### src/hdl/der_defines.vh
`ifndef DER_DEFINES_VH
`define DER_DEFINES_VH
// ---------------------------------------------------------------
// register indices (byte address = index * 4)
// ---------------------------------------------------------------
`define DER_IDX_ERR_CLASS   14'h1001
`define DER_IDX_EMCY_MASK   14'h1010
`define DER_IDX_FAULT_MASK  14'h1011
`define DER_IDX_FACT_MASK   14'h1012
`define DER_IDX_OFF_MASK    14'h1013
`define DER_IDX_QSTOP_MASK  14'h1014
`define DER_IDX_PIN_MASK    14'h1015
`define DER_IDX_PIN_SEL     14'h1016
`define DER_IDX_ROUTING     14'h1017
`define DER_IDX_CTRL        14'h1018
`define DER_IDX_TOL_US      14'h1019
`define DER_IDX_SUPPLY_MAX  14'h101A
`define DER_IDX_STATUS      14'h101B
`define DER_IDX_LOG_COUNT   14'h1020
`define DER_IDX_LOG_BASE    14'h1021
// ---------------------------------------------------------------
// reset values
// ---------------------------------------------------------------
`define DER_RST_FACT_MASK   16'h4024
`define DER_RST_OFF_MASK    16'h0000
`define DER_RST_QSTOP_MASK  16'h0000
`define DER_RST_FAULT_MASK  16'h0000
`define DER_RST_EMCY_MASK   16'hFFFF
`define DER_RST_PIN_MASK    16'h0000
`define DER_RST_PIN_SEL     8'h00
`define DER_RST_ROUTING     32'h0003_0302
`define DER_RST_TOL_US      16'h0064
`define DER_RST_SUPPLY_MAX  16'hFFFF
// ---------------------------------------------------------------
// routing word bit positions
// ---------------------------------------------------------------
`define DER_RT_NMT_REQ      0
`define DER_RT_CAN_MSG      1
`define DER_RT_USB_EMCY     8
`define DER_RT_USB_ASYNC    9
`define DER_RT_USB_NOBOOT   15
`define DER_RT_SER_EMCY     16
`define DER_RT_SER_ASYNC    17
`define DER_RT_NO_CRC       23
// ---------------------------------------------------------------
// limits and timing
// ---------------------------------------------------------------
`define DER_OVR_NUM         20'h0_000D
`define DER_OVR_DEN         20'h0_000A
`define DER_CLK_NS          4
`define DER_TICK_NS         1000
`define DER_TICK_CYC        (`DER_TICK_NS / `DER_CLK_NS)
`define DER_LED_HALF_US     250000
`define DER_LOG_DEPTH       8
`endif

### src/hdl/der_dispatch.v
`timescale 1ns/1ps
`include "der_defines.vh"

module der_dispatch #(
  parameter N_DOUT      = 8,
  parameter LED_HALF_US = `DER_LED_HALF_US
) (
  input  wire              I_SYS_CLK,
  input  wire              I_RST_B,
  // wishbone slave
  input  wire              I_WB_CYC,
  input  wire              I_WB_STB,
  input  wire              I_WB_WE,
  input  wire [15:0]       I_WB_ADR,
  input  wire [3:0]        I_WB_SEL,
  input  wire [31:0]       I_WB_DAT,
  output wire [31:0]       O_WB_DAT,
  output wire              O_WB_ACK,
  // error sources
  input  wire [15:0]       I_ERR_WORD,
  input  wire              I_ERR_EVENT,
  input  wire [15:0]       I_ERR_CODE,
  input  wire              I_SUPPLY_ABOVE,
  input  wire              I_ELEC_BELOW,
  input  wire [15:0]       I_SUPPLY_LEVEL,
  input  wire              I_TEMP_OVER,
  input  wire              I_SAFE_TORQUE_OFF,
  // drive state machine side
  input  wire              I_ENABLE_REQ,
  input  wire              I_NMT_OPER,
  input  wire              I_STATE_CHG,
  input  wire              I_OP_ENABLED,
  input  wire              I_FAULT_ACTIVE,
  input  wire              I_BOOT_FAIL,
  input  wire              I_BOOTLOADER,
  input  wire              I_NET_MODE,
  output wire              O_DRIVE_OFF,
  output wire              O_BRAKE,
  output wire              O_QUICK_STOP,
  output wire              O_FAULT_REQ,
  output wire              O_ENABLE_OK,
  output wire [N_DOUT-1:0] O_FAULT_DOUT,
  // message side
  output wire [63:0]       O_EMCY_DATA,
  output wire              O_EMCY_CAN,
  output wire              O_EMCY_USB,
  output wire              O_EMCY_SER,
  output wire              O_ASYNC_CAN,
  output wire              O_ASYNC_USB,
  output wire              O_ASYNC_SER,
  output wire              O_USB_BOOT_EN,
  output wire              O_IGNORE_CRC,
  output wire              O_LED_GREEN,
  output wire              O_LED_RED
);

  // ---------------------------------------------------------------
  // helpers
  // ---------------------------------------------------------------
  // byte-lane merge for register writes
  function [31:0] merge;
    input [31:0] old;
    input [31:0] nw;
    input [3:0]  sel;
    integer k;
    begin
      merge = old;
      for (k = 0; k < 4; k = k + 1) begin
        if (sel[k]) merge[k*8 +: 8] = nw[k*8 +: 8];
      end
    end
  endfunction

  // error word to error class bits, bit0 from any error
  function [7:0] err_class;
    input [15:0] w;
    begin
      err_class    = 8'h00;
      err_class[0] = |w;
      err_class[1] = w[4];
      err_class[2] = w[2] | w[3];
      err_class[3] = w[5];
      err_class[4] = w[11];
      err_class[5] = w[0] | w[1];
      err_class[7] = |w[9:6] | w[12] | w[13];
    end
  endfunction

  // ---------------------------------------------------------------
  // registers
  // ---------------------------------------------------------------
  reg  [15:0] emcy_mask_q;
  reg  [15:0] fault_mask_q;
  reg  [15:0] off_mask_q;
  reg  [15:0] qstop_mask_q;
  reg  [15:0] pin_mask_q;
  reg  [7:0]  pin_sel_q;
  reg  [31:0] routing_q;
  reg         brake_cfg_q;
  reg  [15:0] tol_us_q;
  reg  [15:0] supply_max_q;
  reg  [7:0]  err_class_q;
  reg  [63:0] log_q [0:`DER_LOG_DEPTH-1];
  reg  [3:0]  log_cnt_q;
  reg         ack_q;
  reg  [31:0] rdat_q;
  reg  [31:0] rdat_d;
  wire [13:0] idx  = I_WB_ADR[15:2];
  wire        req  = I_WB_CYC & I_WB_STB;
  wire        wr   = req & I_WB_WE & ack_q;
  wire [31:0] wr_mrg = merge(rdat_d, I_WB_DAT, I_WB_SEL);       // current value with written lanes
  wire [15:0] fact_mask = `DER_RST_FACT_MASK;
  wire [13:0] log_off = idx - `DER_IDX_LOG_BASE;
  wire        log_hit = (idx >= `DER_IDX_LOG_BASE) &&
                        (idx < `DER_IDX_LOG_BASE + 2 * `DER_LOG_DEPTH);
  integer     i;

  // ---------------------------------------------------------------
  // response dispatch
  // ---------------------------------------------------------------
  wire        m_fact  = |(I_ERR_WORD & fact_mask);
  wire        m_off   = |(I_ERR_WORD & off_mask_q);
  wire        m_qstop = |(I_ERR_WORD & qstop_mask_q);
  wire        m_fault = |(I_ERR_WORD & fault_mask_q);
  reg  [15:0] ov_cnt_q;
  reg  [15:0] uv_cnt_q;
  reg  [7:0]  tick_cnt_q;
  reg         tick_q;
  wire        ov_trip = I_SUPPLY_ABOVE && (ov_cnt_q > tol_us_q);
  wire        uv_trip = I_ELEC_BELOW && (uv_cnt_q > tol_us_q);
  wire [19:0] lvl_x = {4'h0, I_SUPPLY_LEVEL} * `DER_OVR_DEN;
  wire [19:0] max_x = {4'h0, supply_max_q} * `DER_OVR_NUM;
  wire        over_max = lvl_x > max_x;
  wire        hw_off = ov_trip | uv_trip | over_max |
                       I_TEMP_OVER | I_SAFE_TORQUE_OFF;
  wire        off_d   = hw_off | m_fact | m_off;
  wire        qstop_d = ~off_d & m_qstop;
  wire        fault_d = ~off_d & ~m_qstop & m_fault & ~m_fact;
  reg         off_q;
  reg         qstop_q;
  reg         fault_q;
  reg         enable_q;
  reg         pin_q;
  wire        nmt_ok = ~routing_q[`DER_RT_NMT_REQ] | I_NMT_OPER;

  // microsecond tick divider
  always @(posedge I_SYS_CLK) begin
    if (!I_RST_B) begin
      tick_cnt_q <= 8'h00;
      tick_q     <= 1'b0;
    end else if (tick_cnt_q == `DER_TICK_CYC - 1) begin
      tick_cnt_q <= 8'h00;
      tick_q     <= 1'b1;
    end else begin
      tick_cnt_q <= tick_cnt_q + 8'h01;
      tick_q     <= 1'b0;
    end
  end

  // supply tolerance timers, saturating
  always @(posedge I_SYS_CLK) begin
    if (!I_RST_B) begin
      ov_cnt_q <= 16'h0000;
      uv_cnt_q <= 16'h0000;
    end else begin
      if (!I_SUPPLY_ABOVE) ov_cnt_q <= 16'h0000;
      else if (tick_q && ov_cnt_q != 16'hFFFF) ov_cnt_q <= ov_cnt_q + 16'h0001;
      if (!I_ELEC_BELOW) uv_cnt_q <= 16'h0000;
      else if (tick_q && uv_cnt_q != 16'hFFFF) uv_cnt_q <= uv_cnt_q + 16'h0001;
    end
  end

  // registered responses, fault pin and enable gate
  always @(posedge I_SYS_CLK) begin
    if (!I_RST_B) begin
      off_q    <= 1'b0;
      qstop_q  <= 1'b0;
      fault_q  <= 1'b0;
      enable_q <= 1'b0;
      pin_q    <= 1'b0;
    end else begin
      off_q    <= off_d;
      qstop_q  <= qstop_d;
      fault_q  <= fault_d;
      enable_q <= I_ENABLE_REQ & ~off_d & nmt_ok;
      pin_q    <= |(I_ERR_WORD & pin_mask_q);
    end
  end

  assign O_DRIVE_OFF  = off_q;
  assign O_BRAKE      = off_q & brake_cfg_q;
  assign O_QUICK_STOP = qstop_q;
  assign O_FAULT_REQ  = fault_q;
  assign O_ENABLE_OK  = enable_q;

  // fault pin routing, 0 selects no output
  genvar g;
  generate
    for (g = 0; g < N_DOUT; g = g + 1) begin : g_dout
      assign O_FAULT_DOUT[g] = pin_q && (pin_sel_q == g + 1);
    end
  endgenerate

  // ---------------------------------------------------------------
  // emergency messages and log
  // ---------------------------------------------------------------
  wire [7:0]  class_d  = err_class(I_ERR_WORD);
  wire        emcy_hit = I_ERR_EVENT & |(I_ERR_WORD & emcy_mask_q);
  wire [63:0] msg_d = {24'h00_0000, I_ERR_WORD[15:8], I_ERR_WORD[7:0],
                       class_d, I_ERR_CODE[15:8], I_ERR_CODE[7:0]};
  reg  [63:0] emcy_data_q;
  reg         emcy_can_q;
  reg         emcy_usb_q;
  reg         emcy_ser_q;
  reg         async_can_q;
  reg         async_usb_q;
  reg         async_ser_q;

  // message build and per-interface gating
  always @(posedge I_SYS_CLK) begin
    if (!I_RST_B) begin
      emcy_data_q <= 64'h0000_0000_0000_0000;
      emcy_can_q  <= 1'b0;
      emcy_usb_q  <= 1'b0;
      emcy_ser_q  <= 1'b0;
      async_can_q <= 1'b0;
      async_usb_q <= 1'b0;
      async_ser_q <= 1'b0;
    end else begin
      if (emcy_hit) emcy_data_q <= msg_d;
      emcy_can_q  <= emcy_hit & routing_q[`DER_RT_CAN_MSG];
      emcy_usb_q  <= emcy_hit & routing_q[`DER_RT_USB_EMCY];
      emcy_ser_q  <= emcy_hit & routing_q[`DER_RT_SER_EMCY] & ~I_NET_MODE;
      async_can_q <= I_STATE_CHG & routing_q[`DER_RT_CAN_MSG];
      async_usb_q <= I_STATE_CHG & routing_q[`DER_RT_USB_ASYNC];
      async_ser_q <= I_STATE_CHG & routing_q[`DER_RT_SER_ASYNC] & ~I_NET_MODE;
    end
  end

  assign O_EMCY_DATA   = emcy_data_q;
  assign O_EMCY_CAN    = emcy_can_q;
  assign O_EMCY_USB    = emcy_usb_q;
  assign O_EMCY_SER    = emcy_ser_q;
  assign O_ASYNC_CAN   = async_can_q;
  assign O_ASYNC_USB   = async_usb_q;
  assign O_ASYNC_SER   = async_ser_q;
  assign O_USB_BOOT_EN = ~routing_q[`DER_RT_USB_NOBOOT];
  assign O_IGNORE_CRC  = routing_q[`DER_RT_NO_CRC];

  // error class register and log, newest entry at slot 0
  always @(posedge I_SYS_CLK) begin
    if (!I_RST_B) begin
      err_class_q <= 8'h00;
      log_cnt_q   <= 4'h0;
      for (i = 0; i < `DER_LOG_DEPTH; i = i + 1) log_q[i] <= 64'h0000_0000_0000_0000;
    end else begin
      if (I_ERR_EVENT) err_class_q <= class_d;
      if (emcy_hit) begin
        for (i = `DER_LOG_DEPTH - 1; i > 0; i = i - 1) log_q[i] <= log_q[i-1];
        log_q[0] <= msg_d;
        if (log_cnt_q != `DER_LOG_DEPTH) log_cnt_q <= log_cnt_q + 4'h1;
      end
    end
  end

  // ---------------------------------------------------------------
  // status LED
  // ---------------------------------------------------------------
  reg  [17:0] led_cnt_q;
  reg  [2:0]  led_ph_q;
  reg         green_q;
  reg         red_q;

  // half-period phase counter for flashing
  always @(posedge I_SYS_CLK) begin
    if (!I_RST_B) begin
      led_cnt_q <= 18'h0_0000;
      led_ph_q  <= 3'h0;
    end else if (tick_q) begin
      if (led_cnt_q == LED_HALF_US - 1) begin
        led_cnt_q <= 18'h0_0000;
        led_ph_q  <= led_ph_q + 3'h1;
      end else begin
        led_cnt_q <= led_cnt_q + 18'h0_0001;
      end
    end
  end

  // pattern select, boot states take precedence
  always @(posedge I_SYS_CLK) begin
    if (!I_RST_B) begin
      green_q <= 1'b0;
      red_q   <= 1'b0;
    end else begin
      green_q <= 1'b0;
      red_q   <= 1'b0;
      if (I_BOOTLOADER) red_q <= 1'b1;
      else if (I_BOOT_FAIL) red_q <= ~led_ph_q[0] & ~led_ph_q[2];
      else if (I_FAULT_ACTIVE) red_q <= led_ph_q[0];
      else if (I_OP_ENABLED) green_q <= 1'b1;
      else green_q <= led_ph_q[0];
    end
  end

  assign O_LED_GREEN = green_q;
  assign O_LED_RED   = red_q;

  // ---------------------------------------------------------------
  // wishbone slave
  // ---------------------------------------------------------------
  // read mux, unmapped reads as zero
  always @* begin
    rdat_d = 32'h0000_0000;
    if (log_hit) begin
      rdat_d = log_off[0] ? log_q[log_off[3:1]][63:32] : log_q[log_off[3:1]][31:0];
    end else begin
      case (idx)
        `DER_IDX_ERR_CLASS:  rdat_d = {24'h00_0000, err_class_q};
        `DER_IDX_EMCY_MASK:  rdat_d = {16'h0000, emcy_mask_q};
        `DER_IDX_FAULT_MASK: rdat_d = {16'h0000, fault_mask_q};
        `DER_IDX_FACT_MASK:  rdat_d = {16'h0000, fact_mask};
        `DER_IDX_OFF_MASK:   rdat_d = {16'h0000, off_mask_q};
        `DER_IDX_QSTOP_MASK: rdat_d = {16'h0000, qstop_mask_q};
        `DER_IDX_PIN_MASK:   rdat_d = {16'h0000, pin_mask_q};
        `DER_IDX_PIN_SEL:    rdat_d = {24'h00_0000, pin_sel_q};
        `DER_IDX_ROUTING:    rdat_d = {8'h00, routing_q[23:0]};
        `DER_IDX_CTRL:       rdat_d = {31'h0000_0000, brake_cfg_q};
        `DER_IDX_TOL_US:     rdat_d = {16'h0000, tol_us_q};
        `DER_IDX_SUPPLY_MAX: rdat_d = {16'h0000, supply_max_q};
        `DER_IDX_STATUS:     rdat_d = {26'h000_0000, enable_q, pin_q, fault_q,
                                       qstop_q, off_q, hw_off};
        `DER_IDX_LOG_COUNT:  rdat_d = {28'h000_0000, log_cnt_q};
        default:             rdat_d = 32'h0000_0000;
      endcase
    end
  end

  // ack one cycle after request, write at the acked edge
  always @(posedge I_SYS_CLK) begin
    if (!I_RST_B) begin
      ack_q        <= 1'b0;
      rdat_q       <= 32'h0000_0000;
      emcy_mask_q  <= `DER_RST_EMCY_MASK;
      fault_mask_q <= `DER_RST_FAULT_MASK;
      off_mask_q   <= `DER_RST_OFF_MASK;
      qstop_mask_q <= `DER_RST_QSTOP_MASK;
      pin_mask_q   <= `DER_RST_PIN_MASK;
      pin_sel_q    <= `DER_RST_PIN_SEL;
      routing_q    <= `DER_RST_ROUTING;
      brake_cfg_q  <= 1'b0;
      tol_us_q     <= `DER_RST_TOL_US;
      supply_max_q <= `DER_RST_SUPPLY_MAX;
    end else begin
      ack_q <= req & ~ack_q;
      if (req & ~ack_q) rdat_q <= rdat_d;
      if (wr) begin
        case (idx)
          `DER_IDX_EMCY_MASK:  emcy_mask_q  <= wr_mrg[15:0];
          `DER_IDX_FAULT_MASK: fault_mask_q <= wr_mrg[15:0];
          `DER_IDX_OFF_MASK:   off_mask_q   <= wr_mrg[15:0];
          `DER_IDX_QSTOP_MASK: qstop_mask_q <= wr_mrg[15:0];
          `DER_IDX_PIN_MASK:   pin_mask_q   <= wr_mrg[15:0];
          `DER_IDX_PIN_SEL:    pin_sel_q    <= wr_mrg[7:0];
          `DER_IDX_ROUTING:    routing_q    <= wr_mrg & 32'h00FF_FFFF;
          `DER_IDX_CTRL:       brake_cfg_q  <= wr_mrg[0];
          `DER_IDX_TOL_US:     tol_us_q     <= wr_mrg[15:0];
          `DER_IDX_SUPPLY_MAX: supply_max_q <= wr_mrg[15:0];
          default:             ;                                 // read-only or unmapped, dropped
        endcase
      end
    end
  end

  assign O_WB_ACK = ack_q;
  assign O_WB_DAT = rdat_q;

endmodule

### config.mk
export PLATFORM = sky130hd
export DESIGN_NAME = der_dispatch
export DESIGN_NICKNAME = d
export VERILOG_FILES = /design/src/hdl/der_dispatch.v
export VERILOG_INCLUDE_DIRS = /design/src /design/src/hdl
export SDC_FILE = /design/constraint.sdc
export NUM_CORES = 1
export LEC_CHECK = 0
export BUFFER_PORTS_ARGS = -buffer_cell sky130_fd_sc_hd__buf_2
export CAP_MARGIN = 5
export CORE_MARGIN = 2
export CORE_UTILIZATION = 47
export DETAILED_ROUTE_END_ITERATION = 7
export HOLD_SLACK_MARGIN = 0.02
export PLACE_DENSITY = 0.66
export SETUP_SLACK_MARGIN = 0.05
export SKIP_LAST_GASP = 1
export SLEW_MARGIN = 25
export SYNTH_ARGS = -nofsm -noshare
export SYNTH_HDL_FRONTEND = slang
export SYNTH_SLANG_ARGS = --single-unit
### constraint.sdc
create_clock -name I_SYS_CLK -period 17.6 [get_ports I_SYS_CLK]
set_input_delay 1.76 -clock I_SYS_CLK [delete_from_list [all_inputs] [get_ports I_SYS_CLK]]
set_output_delay 1.76 -clock I_SYS_CLK [all_outputs]
set_load 0.03 [all_outputs]
==> impl_metrics.ini <==
[status]
status = complete, no violations

[critical_path]
worstPathMaxFanout = 10
crit_path_end_kind = register
worstSetupPathType = register to register
path_buf_inv = 2
crit_top_cell = ha_1
cp.required_ns = 18.05
reg2reg_from = supply_max_q[2]$_SDFFE_PN1P_
critPathMaxStageDelay_ns = 0.71
cp-startpoint = supply_max_q[2]$_SDFFE_PN1P_
r2r_end = supply_max_q[0]$_SDFFE_PN1P_
crit_family = compound AO/OA/AOI/OAI gates
crit_path_end = supply_max_q[0]$_SDFFE_PN1P_
r2r_slack_ns = 11.17
cp_slowest_cell = o31ai_1
worstPathCellList = ha_1 > inv_1 > fa_1 > inv_1 > ha_1 > nor2b_1 > o31ai_1 > a21oi_1 > a41o_1 > o41ai_1 > o21ai_0 > o311a_1 > ha_1 > and3_1 > nand4_1 > nor3_1 > and2_1 > or2_4 > o221ai_4 > o31ai_1 > o211ai_1
reg2reg_depth = 21
worst_setup_path_start_kind = register
cp_num_cells = 21
critPathArrivalTime_ns = 6.89

[detailed_routing]
route.vias.total = 23170
drc_errors = 0
ant_nets = 0
drtIter0Drc = 2838
avgViaCountPerCell = 5.95
routed_wl_um = 94600
dr.pass1.iters = 6
wl_per_cell_um = 24.3

[global_route]
antenna_found_initial = 9
use_met3_pct = 8.21
met1_usage_pct = 40.3
globalRouteOverflowTotal = 0
grt_pass1_vias = 22291
grt_util_all_layers_pct = 28.4
grt.met2_usage_pct = 41.9
grt_max_degree = 171
busiest_layer = met2
grt_pass1_wl_um = 141000

[clocking]
cts.sinks = 588
cts_tree = yes
cts_resized = 0
cts_buffer_depth = 3
worst_skew_pair.late_latency_ns = 0.63
h-tree-depth = 3
hold_buffers = 0
cts-root-buf = clkbuf_16
numCtsBuffers = 66
clk_pin_slew_worst_paths_ns = 0.06
postCtsSetupBuffers = 0

[sta]
drv_slew = 0
rsz0062_at_grt = no
setup_viol = 0
tightest_slew_ns = 1.11
fmax_mhz = 155
finalHoldViolations = 0
relSlewSlack_pct = 24.1
clock_skew_ns = 0.0365
fin_ws_ns = 11.17
min_period_ns = 6.43
fin_setup_tns_ns = 0
finalHoldWorstSlack_ns = 0.452
period_share_pct = 36.5

[die]
core_mm2 = 0.0629
die_h_um = 256
initial_core_util_pct = 47.3
die_x_um = 256
rows = 92
fp.dieArea_mm2 = 0.0653
ios = 238

[pwr]
power_frac_comb_pct = 9.5
power_density_mw_per_mm2 = 95.6
vdd_drop_max_v = 0.0000839
p_int_w = 0.00238
p_switching_w = 0.000818
swShare_pct = 25.5
p_seq_share_pct = 47.4
clkPwrFrac_pct = 43.0
leakagePower_nw = 13.5

[synthesis]
synth_edf_count = 288
yosysSeqAreaShare_pct = 49.3
netlist_instances = 2858
ys_seq_elements = 588
netlist_area_mm2 = 0.0297
synthArstFlopShare_pct = 0
synth_warnings = 0
synth.area.top_cells = edfxtp_1, dfxtp_1, and2_1
avgSynthCellArea_um2 = 10.4
synth_flop_cell = dfxtp_1
yosys.area.top_type_share_pct = 29.1
synthDistinctLibCells = 94
yosysTopAreaCell = edfxtp_1

[finish]
utilization_pct = 53.3
final_common_cell = and2_1
layout-area-overhead-vs-synth_pct = 12.5
finalNetCount = 3254
drive_gt1_share_pct = 14.8
final_cell_mix = and2_1, dfxtp_1, nand2_1

[worst_hold_path]
holdPathStages = 2
hp-class = register to register

[flow_run]
cap_violations = 0

[place]
port_buffers = 201
post-dp-hpwl_um = 66800
pre_cts_ws_ns = 10.71
gp_congestion = 0.981
final cells by class:
class	count	area, um^2
Tap cell	846	1060
Multi-Input combinational cell	1990	13900
Sequential cell	588	14700
Fill cell	5598	29400
Clock inverter	26	304
Clock buffer	92	1840
Inverter	116	443
Antenna cell	2	5.00
Timing Repair Buffer	232	1240
stage by stage:
step	instance area (um^2)	power, W	cells
floorplan	29800	0.00175	2882
global placement	31300	0.00184	3772
detailed placement	31300	0.00185	3772
CTS	33500	0.00322	3890
global route	33500	0.00330	3890
finish	33500	0.00320	3892
layer usage:
metal / routed length [um] / share of wire (%) / vias up
li1: - / - / 10496
met5: 38 / 0.040 / -
met3: 10200 / 11 / 186
met1: 41000 / 43 / 11322
met2: 40300 / 43 / 1160
met4: 3100 / 3.3 / 6
flip-flops by register name (all words and copies together), names as in the netlist, 4 cells and up:
signal / flops
tick_cnt_q: 8
routing_q: 24
pin_mask_q: 16
qstop_mask_q: 16
off_mask_q: 16
tol_us_q: 16
emcy_mask_q: 16
log_q: 288
pin_sel_q: 8
fault_mask_q: 16
log_cnt_q: 4
O_EMCY_DATA: 36
O_WB_DAT: 32
led_cnt_q: 18
uv_cnt_q: 16
ov_cnt_q: 16
err_class_q: 7
supply_max_q: 16
Yosys cell counts, types with 10 or more instances:
cell	count
nand4_1	26
dfxtp_1	300
a31oi_1	11
inv_1	111
fa_1	14
mux2i_1	54
and3_1	15
nor3_1	54
xor2_1	38
clkbuf_1	115
edfxtp_1	288
a22o_1	14
nor4_1	15
o2111ai_1	10
o21ai_0	93
nand2_1	300
o21a_1	10
xnor2_1	36
a21oi_1	165
o21ai_1	15
a22oi_1	61
nor2b_1	13
o211ai_1	24
ha_1	128
buf_4	35
a211oi_1	13
and2_1	301
o22ai_1	13
a221oi_1	11
a21o_1	14
nand3_1	101
nand2b_1	12
mux4_2	67
nor2_1	189
buf_2	25
power groups by stage:
stage | Combinational, W | Clock (W) | Sequential (W)
final | 0.000306 | 0.00138 | 0.00152
after global routing | 0.000326 | 0.00145 | 0.00152
after CTS | 0.000303 | 0.00140 | 0.00152
after detailed placement | 0.000302 | 0 | 0.00155
after global placement | 0.000297 | 0 | 0.00154
after floorplan | 0.000193 | 0 | 0.00156
kinds of logic after synthesis:
logic type | after synthesis | synth area share, %
simple gates | 1097 | 19.0
flops | 588 | 49.3
compound gates | 521 | 11.3
buf+inv | 304 | 4.51
fa+ha+maj | 142 | 6.33
mux | 130 | 7.34
xor+xnor | 75 | 2.23
other cells | 1 | 0.0126
worst register-to-register path, stage by stage, from the launching register on:
cell	delay [ns]
dfxtp_1	0.39
ha_1	0.32
inv_1	0.05
fa_1	0.49
inv_1	0.04
ha_1	0.34
nor2b_1	0.16
o31ai_1	0.39
a21oi_1	0.17
a41o_1	0.29
o41ai_1	0.52
o21ai_0	0.30
o311a_1	0.41
ha_1	0.29
and3_1	0.18
nand4_1	0.16
nor3_1	0.27
and2_1	0.26
or2_4	0.16
o221ai_4	0.20
o31ai_1	0.71
o211ai_1	0.19
how the worst min path moves through the flow:
| stage | startpoint | endpoint | slack [ns] |
|---|---|---|---|
| finish | O_WB_DAT[13]$_SDFFE_PN0P_ | O_WB_DAT[13]$_SDFFE_PN0P_ | 0.45 |
| global route | O_WB_DAT[13]$_SDFFE_PN0P_ | O_WB_DAT[13]$_SDFFE_PN0P_ | 0.46 |
| CTS | O_WB_DAT[13]$_SDFFE_PN0P_ | O_WB_DAT[13]$_SDFFE_PN0P_ | 0.45 |
| detailed placement | O_WB_DAT[13]$_SDFFE_PN0P_ | O_WB_DAT[13]$_SDFFE_PN0P_ | 0.45 |
| global placement | tol_us_q[10]$_SDFFE_PN0P_ | tol_us_q[10]$_SDFFE_PN0P_ | 0.44 |
| floorplan | tol_us_q[10]$_SDFFE_PN0P_ | tol_us_q[10]$_SDFFE_PN0P_ | 0.43 |
Power figures use the tool's default switching activity.
